**src/logic/lcd_gpio_pkg.sv**
```systemverilog
// constants and types shared by the lcd-shared port pair
package lcd_gpio_pkg;

   // register word indices; byte address is four times the index
   localparam logic [15:0] PORT7_DATA_IDX = 16'hffda;
   localparam logic [15:0] PORT8_DATA_IDX = 16'hffdb;
   localparam logic [15:0] PORT7_DIR_IDX  = 16'hffea;
   localparam logic [15:0] PORT8_DIR_IDX  = 16'hffeb;
   localparam logic [15:0] LCD_CTRL_IDX   = 16'hffc0;

   // lcd_port_control field layout
   localparam int LCD_SEL_LSB  = 0;
   localparam int LCD_SEL_W    = 4;
   localparam int LCD_EXT_BIT  = 4;

   // values after reset and fixed read values
   localparam logic [7:0]  PORT_DATA_RST = 8'h00;
   localparam logic [7:0]  PORT_DIR_RST  = 8'h00;
   localparam logic [3:0]  LCD_SEL_RST   = 4'h0;
   localparam logic [7:0]  DIR_READ_VAL  = 8'hff;
   localparam logic [31:0] UNMAPPED_VAL  = 32'h0000_0000;

   // first lcd column on each port pin 0
   localparam int P7_COL_BASE = 17;
   localparam int P8_COL_BASE = 25;
   localparam int COL_LOW     = 17;

   typedef enum logic [5:0] {
      MODE_ACTIVE    = 6'b00_0001,
      MODE_SUBACTIVE = 6'b00_0010,
      MODE_SLEEP     = 6'b00_0100,
      MODE_SUBSLEEP  = 6'b00_1000,
      MODE_WATCH     = 6'b01_0000,
      MODE_STANDBY   = 6'b10_0000
   } power_mode_t;

endpackage : lcd_gpio_pkg

```
**src/logic/pin_mux_if.sv**
```systemverilog
// bundle between the register side and the pin selector
`timescale 1ns/1ps
interface pin_mux_if;
   logic [7:0]  p7_data;
   logic [7:0]  p7_dir;
   logic [7:0]  p8_data;
   logic [7:0]  p8_dir;
   logic [3:0]  col_sel;
   logic        ext_sel;
   logic [15:0] lcd_col;
   logic [3:0]  ext_sig;
   logic [7:0]  p7_out;
   logic [7:0]  p7_oe;
   logic [7:0]  p8_out;
   logic [7:0]  p8_oe;

   modport ctrl (output p7_data, p7_dir, p8_data, p8_dir, col_sel, ext_sel,
                 lcd_col, ext_sig, input p7_out, p7_oe, p8_out, p8_oe);
   modport mux  (input p7_data, p7_dir, p8_data, p8_dir, col_sel, ext_sel,
                 lcd_col, ext_sig, output p7_out, p7_oe, p8_out, p8_oe);
endinterface : pin_mux_if

```
**src/logic/lcd_gpio_ports.sv**
```systemverilog
// two lcd-shared gpio ports with a classic wishbone slave
//
// Added by the designer: the Wishbone register port.
`timescale 1ns/1ps
module lcd_gpio_ports
   import lcd_gpio_pkg::*;
(
   input  wire logic                      i_clk_sys,
   input  wire logic                      i_rst,
   input  wire logic                      i_wb_cyc,
   input  wire logic                      i_wb_stb,
   input  wire logic                      i_wb_we,
   input  wire logic [31:0]               i_wb_adr,
   input  wire logic [3:0]                i_wb_sel,
   input  wire logic [31:0]               i_wb_dat,
   output logic      [31:0]               o_wb_dat,
   output logic                           o_wb_ack,
   input  wire lcd_gpio_pkg::power_mode_t i_power_mode,
   input  wire logic [15:0]               i_lcd_column_output,
   input  wire logic                      i_lcd_latch_clock_first,
   input  wire logic                      i_lcd_shift_clock_second,
   input  wire logic                      i_lcd_shift_data,
   input  wire logic                      i_lcd_alternation,
   input  wire logic [7:0]                i_first_port_pin,
   output logic      [7:0]                o_first_port_pin,
   output logic      [7:0]                o_first_port_pin_oe,
   input  wire logic [7:0]                i_second_port_pin,
   output logic      [7:0]                o_second_port_pin,
   output logic      [7:0]                o_second_port_pin_oe
);
   import lcd_gpio_pkg::*;

   logic [7:0] port7_data_latch;
   logic [7:0] port7_direction_bits;
   logic [7:0] port8_data_latch;
   logic [7:0] port8_direction_bits;
   logic [3:0] lcd_column_select_field;
   logic       lcd_external_driver_select;
   logic [7:0] p7_pin_sync;
   logic [7:0] p8_pin_sync;
   logic       req;
   logic       wr_now;
   logic [31:0] rd_next;
   logic [7:0] p7_read;
   logic [7:0] p8_read;
   logic       pins_hold;
   logic       pins_float;

   pin_mux_if mux_bus ();

   // word hit: upper address bits clear, word index matches
   function automatic logic reg_hit(input logic [31:0] adr,
                                    input logic [15:0] idx);
      reg_hit = (adr[31:18] == 14'h0000) && (adr[17:2] == idx);
   endfunction : reg_hit

   pin_sync2 #(.W(8)) u_sync7 (
      .i_clk_sys (i_clk_sys),
      .i_rst     (i_rst),
      .i_async   (i_first_port_pin),
      .o_sync    (p7_pin_sync)
   );

   pin_sync2 #(.W(8)) u_sync8 (
      .i_clk_sys (i_clk_sys),
      .i_rst     (i_rst),
      .i_async   (i_second_port_pin),
      .o_sync    (p8_pin_sync)
   );

   assign mux_bus.p7_data = port7_data_latch;
   assign mux_bus.p7_dir  = port7_direction_bits;
   assign mux_bus.p8_data = port8_data_latch;
   assign mux_bus.p8_dir  = port8_direction_bits;
   assign mux_bus.col_sel = lcd_column_select_field;
   assign mux_bus.ext_sel = lcd_external_driver_select;
   assign mux_bus.lcd_col = i_lcd_column_output;
   assign mux_bus.ext_sig = {i_lcd_latch_clock_first, i_lcd_shift_clock_second,
                             i_lcd_shift_data, i_lcd_alternation};

   lcd_pin_mux u_mux (
      .bus (mux_bus.mux)
   );

   // bus handshake: ack one cycle after request, write on acked edge
   assign req    = i_wb_cyc && i_wb_stb && !o_wb_ack;
   assign wr_now = i_wb_cyc && i_wb_stb && i_wb_we && o_wb_ack && i_wb_sel[0];

   assign p7_read = (port7_direction_bits & port7_data_latch)
                  | (~port7_direction_bits & p7_pin_sync);
   assign p8_read = (port8_direction_bits & port8_data_latch)
                  | (~port8_direction_bits & p8_pin_sync);

   always_comb begin
      rd_next = UNMAPPED_VAL;
      if (reg_hit(i_wb_adr, PORT7_DATA_IDX)) begin
         rd_next = {24'h00_0000, p7_read};
      end else if (reg_hit(i_wb_adr, PORT8_DATA_IDX)) begin
         rd_next = {24'h00_0000, p8_read};
      end else if (reg_hit(i_wb_adr, PORT7_DIR_IDX)) begin
         rd_next = {24'h00_0000, DIR_READ_VAL};
      end else if (reg_hit(i_wb_adr, PORT8_DIR_IDX)) begin
         rd_next = {24'h00_0000, DIR_READ_VAL};
      end else if (reg_hit(i_wb_adr, LCD_CTRL_IDX)) begin
         rd_next = {27'h000_0000, lcd_external_driver_select,
                    lcd_column_select_field};
      end
   end

   always_ff @(posedge i_clk_sys) begin
      if (i_rst) begin
         o_wb_ack <= 1'b0;
         o_wb_dat <= UNMAPPED_VAL;
      end else begin
         o_wb_ack <= req;
         if (req && !i_wb_we) begin
            o_wb_dat <= rd_next;
         end
      end
   end

   // first port registers
   always_ff @(posedge i_clk_sys) begin
      if (i_rst) begin
         port7_data_latch     <= PORT_DATA_RST;
         port7_direction_bits <= PORT_DIR_RST;
      end else if (wr_now && reg_hit(i_wb_adr, PORT7_DATA_IDX)) begin
         port7_data_latch <= i_wb_dat[7:0];
      end else if (wr_now && reg_hit(i_wb_adr, PORT7_DIR_IDX)) begin
         port7_direction_bits <= i_wb_dat[7:0];
      end
   end

   // second port registers, one bit per pin
   always_ff @(posedge i_clk_sys) begin
      if (i_rst) begin
         port8_data_latch     <= PORT_DATA_RST;
         port8_direction_bits <= PORT_DIR_RST;
      end else if (wr_now && reg_hit(i_wb_adr, PORT8_DATA_IDX)) begin
         port8_data_latch <= i_wb_dat[7:0];
      end else if (wr_now && reg_hit(i_wb_adr, PORT8_DIR_IDX)) begin
         port8_direction_bits <= i_wb_dat[7:0];
      end
   end

   // pin-ownership control
   always_ff @(posedge i_clk_sys) begin
      if (i_rst) begin
         lcd_column_select_field    <= LCD_SEL_RST;
         lcd_external_driver_select <= 1'b0;
      end else if (wr_now && reg_hit(i_wb_adr, LCD_CTRL_IDX)) begin
         lcd_column_select_field    <= i_wb_dat[LCD_SEL_LSB +: LCD_SEL_W];
         lcd_external_driver_select <= i_wb_dat[LCD_EXT_BIT];
      end
   end

   // power-mode decode; unknown codes float the pins
   always_comb begin
      pins_hold  = 1'b0;
      pins_float = 1'b0;
      unique case (i_power_mode)
         MODE_ACTIVE,
         MODE_SUBACTIVE: begin
            pins_hold = 1'b0;
         end
         MODE_SLEEP,
         MODE_SUBSLEEP,
         MODE_WATCH: begin
            pins_hold = 1'b1;
         end
         MODE_STANDBY: begin
            pins_float = 1'b1;
         end
         default: begin
            pins_float = 1'b1;
         end
      endcase
   end

   // pin drivers; lcd-owned pins take the lcd value from the selector
   always_ff @(posedge i_clk_sys) begin
      if (i_rst || pins_float) begin
         o_first_port_pin    <= PORT_DATA_RST;
         o_first_port_pin_oe <= 8'h00;
      end else if (!pins_hold) begin
         o_first_port_pin    <= mux_bus.p7_out;
         o_first_port_pin_oe <= mux_bus.p7_oe;
      end
   end

   always_ff @(posedge i_clk_sys) begin
      if (i_rst || pins_float) begin
         o_second_port_pin    <= PORT_DATA_RST;
         o_second_port_pin_oe <= 8'h00;
      end else if (!pins_hold) begin
         o_second_port_pin    <= mux_bus.p8_out;
         o_second_port_pin_oe <= mux_bus.p8_oe;
      end
   end

   // checks
   logic run;
   logic seg7;
   logic seg8;
   assign run  = (i_power_mode == MODE_ACTIVE) || (i_power_mode == MODE_SUBACTIVE);
   assign seg7 = lcd_column_select_field[3] | lcd_column_select_field[2];
   assign seg8 = seg7 | lcd_column_select_field[1];
endmodule : lcd_gpio_ports

```
**src/logic/lcd_pin_mux.sv**
```systemverilog
// selects, per pin, between port latch and lcd signals
`timescale 1ns/1ps
module lcd_pin_mux (
   pin_mux_if.mux bus
);
   import lcd_gpio_pkg::*;

   // first port goes to lcd for select 01** or 1***
   function automatic logic p7_is_lcd(input logic [3:0] sel);
      p7_is_lcd = sel[3] | sel[2];
   endfunction : p7_is_lcd

   // second port also for 001*
   function automatic logic p8_is_lcd(input logic [3:0] sel);
      p8_is_lcd = sel[3] | sel[2] | sel[1];
   endfunction : p8_is_lcd

   genvar i;
   generate
      for (i = 0; i < 8; i++) begin : g_pin
         always_comb begin
            if (p7_is_lcd(bus.col_sel)) begin
               bus.p7_out[i] = bus.lcd_col[P7_COL_BASE - COL_LOW + i];
               bus.p7_oe[i]  = 1'b1;
            end else begin
               bus.p7_out[i] = bus.p7_data[i];
               bus.p7_oe[i]  = bus.p7_dir[i];
            end
         end
         always_comb begin
            if (i >= 4 && bus.ext_sel) begin
               bus.p8_out[i] = bus.ext_sig[(i % 4)];
               bus.p8_oe[i]  = 1'b1;
            end else if (p8_is_lcd(bus.col_sel)) begin
               bus.p8_out[i] = bus.lcd_col[P8_COL_BASE - COL_LOW + i];
               bus.p8_oe[i]  = 1'b1;
            end else begin
               bus.p8_out[i] = bus.p8_data[i];
               bus.p8_oe[i]  = bus.p8_dir[i];
            end
         end
      end
   endgenerate
endmodule : lcd_pin_mux

```
**src/logic/pin_sync2.sv**
```systemverilog
// two-stage synchroniser for pin levels
`timescale 1ns/1ps
module pin_sync2 #(
   parameter int W = 8
) (
   input  wire logic         i_clk_sys,
   input  wire logic         i_rst,
   input  wire logic [W-1:0] i_async,
   output logic      [W-1:0] o_sync
);
   logic [W-1:0] meta_reg;

   always_ff @(posedge i_clk_sys) begin
      if (i_rst) begin
         meta_reg <= '0;
         o_sync   <= '0;
      end else begin
         meta_reg <= i_async;
         o_sync   <= meta_reg;
      end
   end
endmodule : pin_sync2
```
**config.mk**
```make
export PLATFORM = sky130hd
export DESIGN_NAME = lcd_gpio_ports
export DESIGN_NICKNAME = d
export VERILOG_FILES = /design/src/logic/lcd_gpio_pkg.sv /design/src/logic/pin_mux_if.sv /design/src/logic/lcd_gpio_ports.sv /design/src/logic/lcd_pin_mux.sv /design/src/logic/pin_sync2.sv
export SDC_FILE = /design/constraint.sdc
export NUM_CORES = 1
export LEC_CHECK = 0
export BUFFER_PORTS_ARGS = -buffer_cell sky130_fd_sc_hd__clkbuf_2
export CAP_MARGIN = 20
export CORE_UTILIZATION = 45
export CTS_BUF_LIST = sky130_fd_sc_hd__clkbuf_16
export DETAILED_ROUTE_END_ITERATION = 8
export PLACE_DENSITY = 0.82
export SLEW_MARGIN = 10
export SYNTH_ARGS = -nofsm -noshare
export SYNTH_HDL_FRONTEND = slang
export SYNTH_SLANG_ARGS = --single-unit
export TNS_END_PERCENT = 10
```
**constraint.sdc**
```tcl
create_clock -name i_clk_sys -period 5.7 [get_ports i_clk_sys]
set_input_delay 0.57 -clock i_clk_sys [delete_from_list [all_inputs] [get_ports i_clk_sys]]
set_output_delay 0.57 -clock i_clk_sys [all_outputs]
set_load 0.02 [all_outputs]
```
==> summary.txt <==
Setup path
  – CP arrival: 2.95 ns
  – Delay-heaviest family, CP: simple AND/OR/NAND/NOR gates
  – Max stage delay on crit path: 0.79 ns
  – CP max-delay cell: nor4_4
  – Crit-path cells: clkbuf_2, or4_4, or4_4, nor4_4, mux2i_1, nor2_1
  – Crit path buf inv count: 1
  – Nature of the critical path endpoint: flip-flop
  – Critical setup path kind: in -> reg
  – Cell mode on critical path: or4_4
  – Worst Path Max Fanout: 8
  – Worst setup SP type: primary input
  – WP data required: 5.90 ns

Place
  – Routability cong.: between 0.8 and 0.9
  – Dpl hpwl: 8172 um
  – IO Port Bufs: approximately 130
  – Placed cell areas: between 5000 and 6000 sq um

Global routing
  – Pin count of the biggest net entering global routing: 81
  – Global-route usage over all layers: 19.91%
  – Vias in the first global route: around 3600
  – Gr ovfl total: 0
  – Global-route wire length before repair: roughly 17000 um
  – Number of antenna violations at the first check in global routing: 0

Worst hold path
  – Worst Hold Class: reg -> reg

Routing
  – Final WL: 10670 um
  – DR vias/cell: 5.056
  – Wire per inst: 14.11 um
  – Initial DRC count: around 140
  – TritonRoute pass-1 iters: 6
  – Drc violations: 0
  – Vias: about 3800
  – Final ANT Viol Nets: 0

Floorplan
  – Rows: 37
  – Starting Density: 46.09%
  – Die height: 104.4 um
  – Die area: 10890 sq um
  – Die Wd: 104.4 um
  – Top Ports: 180
  – Core area: 10230 sq um

Clock network
  – Post-CTS Setup Bufs: 0
  – # clock sinks: 110
  – Clk buf depth: 2
  – Resized Gates After CTS: 0
  – CTS tree: done
  – Clock slew at reported path FFs: 0.08 ns
  – Cts bufs inserted: 9
  – Hold-fix buffers, CTS: 0
  – Root Driver: clkbuf_16
  – Clk_lat worst skew: 0.34 ns
  – H-Tree Level Count: 3

Finish
  – # diodes: 0
  – FILL cells: 891
  – Multi-input combinational cell area: ~2300 sq um
  – Final instance area: 5637 sq um
  – FF+latch area: 2202 sq um
  – Share of cells above drive strength 1: a little over a quarter
  – Fin nets: 730
  – P&R area growth vs syn: 19.53%

Power
  – VDD IR max: 0.0001755 V
  – Static leakage: between 2 and 3 nW
  – Cell area power density: between 200 and 300 nW/um^2

Flow run
  – Max Cap Violations: 0

Yosys
  – Ys async rst share: 0%
  – EDFF count, synth: 0
  – Gate Count Post-Synth: 508
  – Avg Cell Area, Syn: 9.283 sq um
  – Sequential area share after synthesis: 46.70%
  – Most used DFF post-synth: dfxtp_1
  – Yosys reg bits: 110
  – Yosys warns: 0
  – Mapped Area: 4716 sq um
  – Post-synth cell types: 42

STA
  – Unrepaired setup endpoints after global routing: false
  – Achievable Freq: 363.8 MHz
  – Least-Margin Pin Slew: 1.005 ns
  – Final period utilization: 48.23%
  – Endpoints failing setup: 0
  – Setup TNS: 0 ns
  – Final Skew: slightly below 0.01 ns
  – Min Hold Slack: roughly 0.44 ns
  – Hold Vio Cnt, Final: 0
  – Tmin final: 2.749 ns
  – Max-slew headroom: between 30% and 40%
  – Max-slew violation count: 0

Outcome
  – Status: finished clean
-- worst paths after layout --
path / startpoint / to / slack (ns) / depth (start not counted)
min: u_sync7.meta_reg[7] / u_sync7.o_sync[7] / 0.44 / 1
min reg2reg: u_sync7.meta_reg[7] / u_sync7.o_sync[7] / 0.44 / 1
max reg2reg: o_wb_ack / mux_bus.p8_dir[7] / 3.73 / 5
max: i_wb_adr[20] / mux_bus.p8_data[5] / 2.95 / 6
-- synthesized netlist by cell type, types with 2 or more instances --
| library cell | number | share of area [%] |
|---|---|---|
| mux2i_1 | 48 | 10 |
| buf_4 | 24 | 3.8 |
| or4_4 | 2 | 0.48 |
| and4b_1 | 3 | 0.64 |
| nor2b_1 | 32 | 4.2 |
| a32oi_1 | 3 | 0.56 |
| nand3_1 | 3 | 0.32 |
| nor2_1 | 87 | 6.9 |
| a21oi_1 | 8 | 0.85 |
| o31ai_1 | 5 | 0.80 |
| a311oi_1 | 12 | 2.2 |
| or4_1 | 2 | 0.32 |
| nand4b_1 | 2 | 0.37 |
| nand2_1 | 41 | 3.3 |
| nor4b_1 | 2 | 0.37 |
| a21o_1 | 5 | 0.80 |
| nand2b_1 | 3 | 0.40 |
| a21boi_0 | 5 | 0.80 |
| nor4bb_1 | 3 | 0.64 |
| mux2_2 | 13 | 3.1 |
| dfxtp_1 | 110 | 47 |
| o21ai_0 | 9 | 0.96 |
| clkbuf_1 | 29 | 2.3 |
| nand4_1 | 12 | 1.6 |
| nor3_1 | 11 | 1.2 |
| nor4_4 | 2 | 0.90 |
| or3_1 | 2 | 0.27 |
| a211oi_1 | 16 | 2.5 |
-- logic make-up after synthesis --
kind of cell	synth area share [%]
simple gates	23.16
flops	46.70
compound gates	10.14
mux	13.29
buf+inv	6.447
xor+xnor	0.1858
other cells	0.07952
-- layout make-up --
type | count | share of cell area (%)
Tap cell | 136 | 3.019
Sequential cell | 110 | 39.07
Multi-Input combinational cell | 366 | 40.82
Clock inverter | 7 | 1.287
Timing Repair Buffer | 128 | 11.81
Clock buffer | 9 | 3.996
-- cell usage in the layout (no fill, tap or decap), drive strengths merged, types with 2 or more instances in the layout --
cell	count
a2111oi	2
a211oi	16
a21boi	5
a21o	5
a21oi	8
a311oi	12
a32oi	3
and4b	3
buf	2
clkbuf	135
clkinv	2
conb	24
dfxtp	110
inv	3
mux2	13
mux2i	48
nand2	41
nand2b	3
nand3	3
nand4	12
nand4b	2
nor2	87
nor2b	32
nor3	11
nor4	3
nor4b	2
nor4bb	3
o21ai	10
o31ai	5
or3	2
or4	4
-- where the power goes --
part	switching [mW]	internal (mW)	total (mW)
combinational	0.0571	0.0393	0.0964
sequential	0.00363	0.779	0.783
clock	0.276	0.342	0.619
-- per-layer routing --
metal  global-route usage, %  part of all wire (%)  vias up
li1                        -                     -     1956
met2                   30.51                    44      139
met1                   26.76                    48     1711
met5                       0                     0        -
met4                   7.551                   1.9        0
met3                   5.138                   6.8       16
-- through the flow --
step | util [%] | setup WS (ns) | total power [mW] | std cells
6_report | 55.09 | 2.951 | 1.498 | 756
5_1_grt | 55.09 | 2.782 | 1.557 | 756
4_1_cts | 55.09 | 2.981 | 1.509 | 756
3_5_place_dp | 52.18 | 2.628 | 0.8964 | 740
3_3_place_gp | 51.91 | 2.685 | 0.8925 | 739
2_1_floorplan | - | 2.936 | 0.8639 | 531
(Power assumes the default switching activity.)
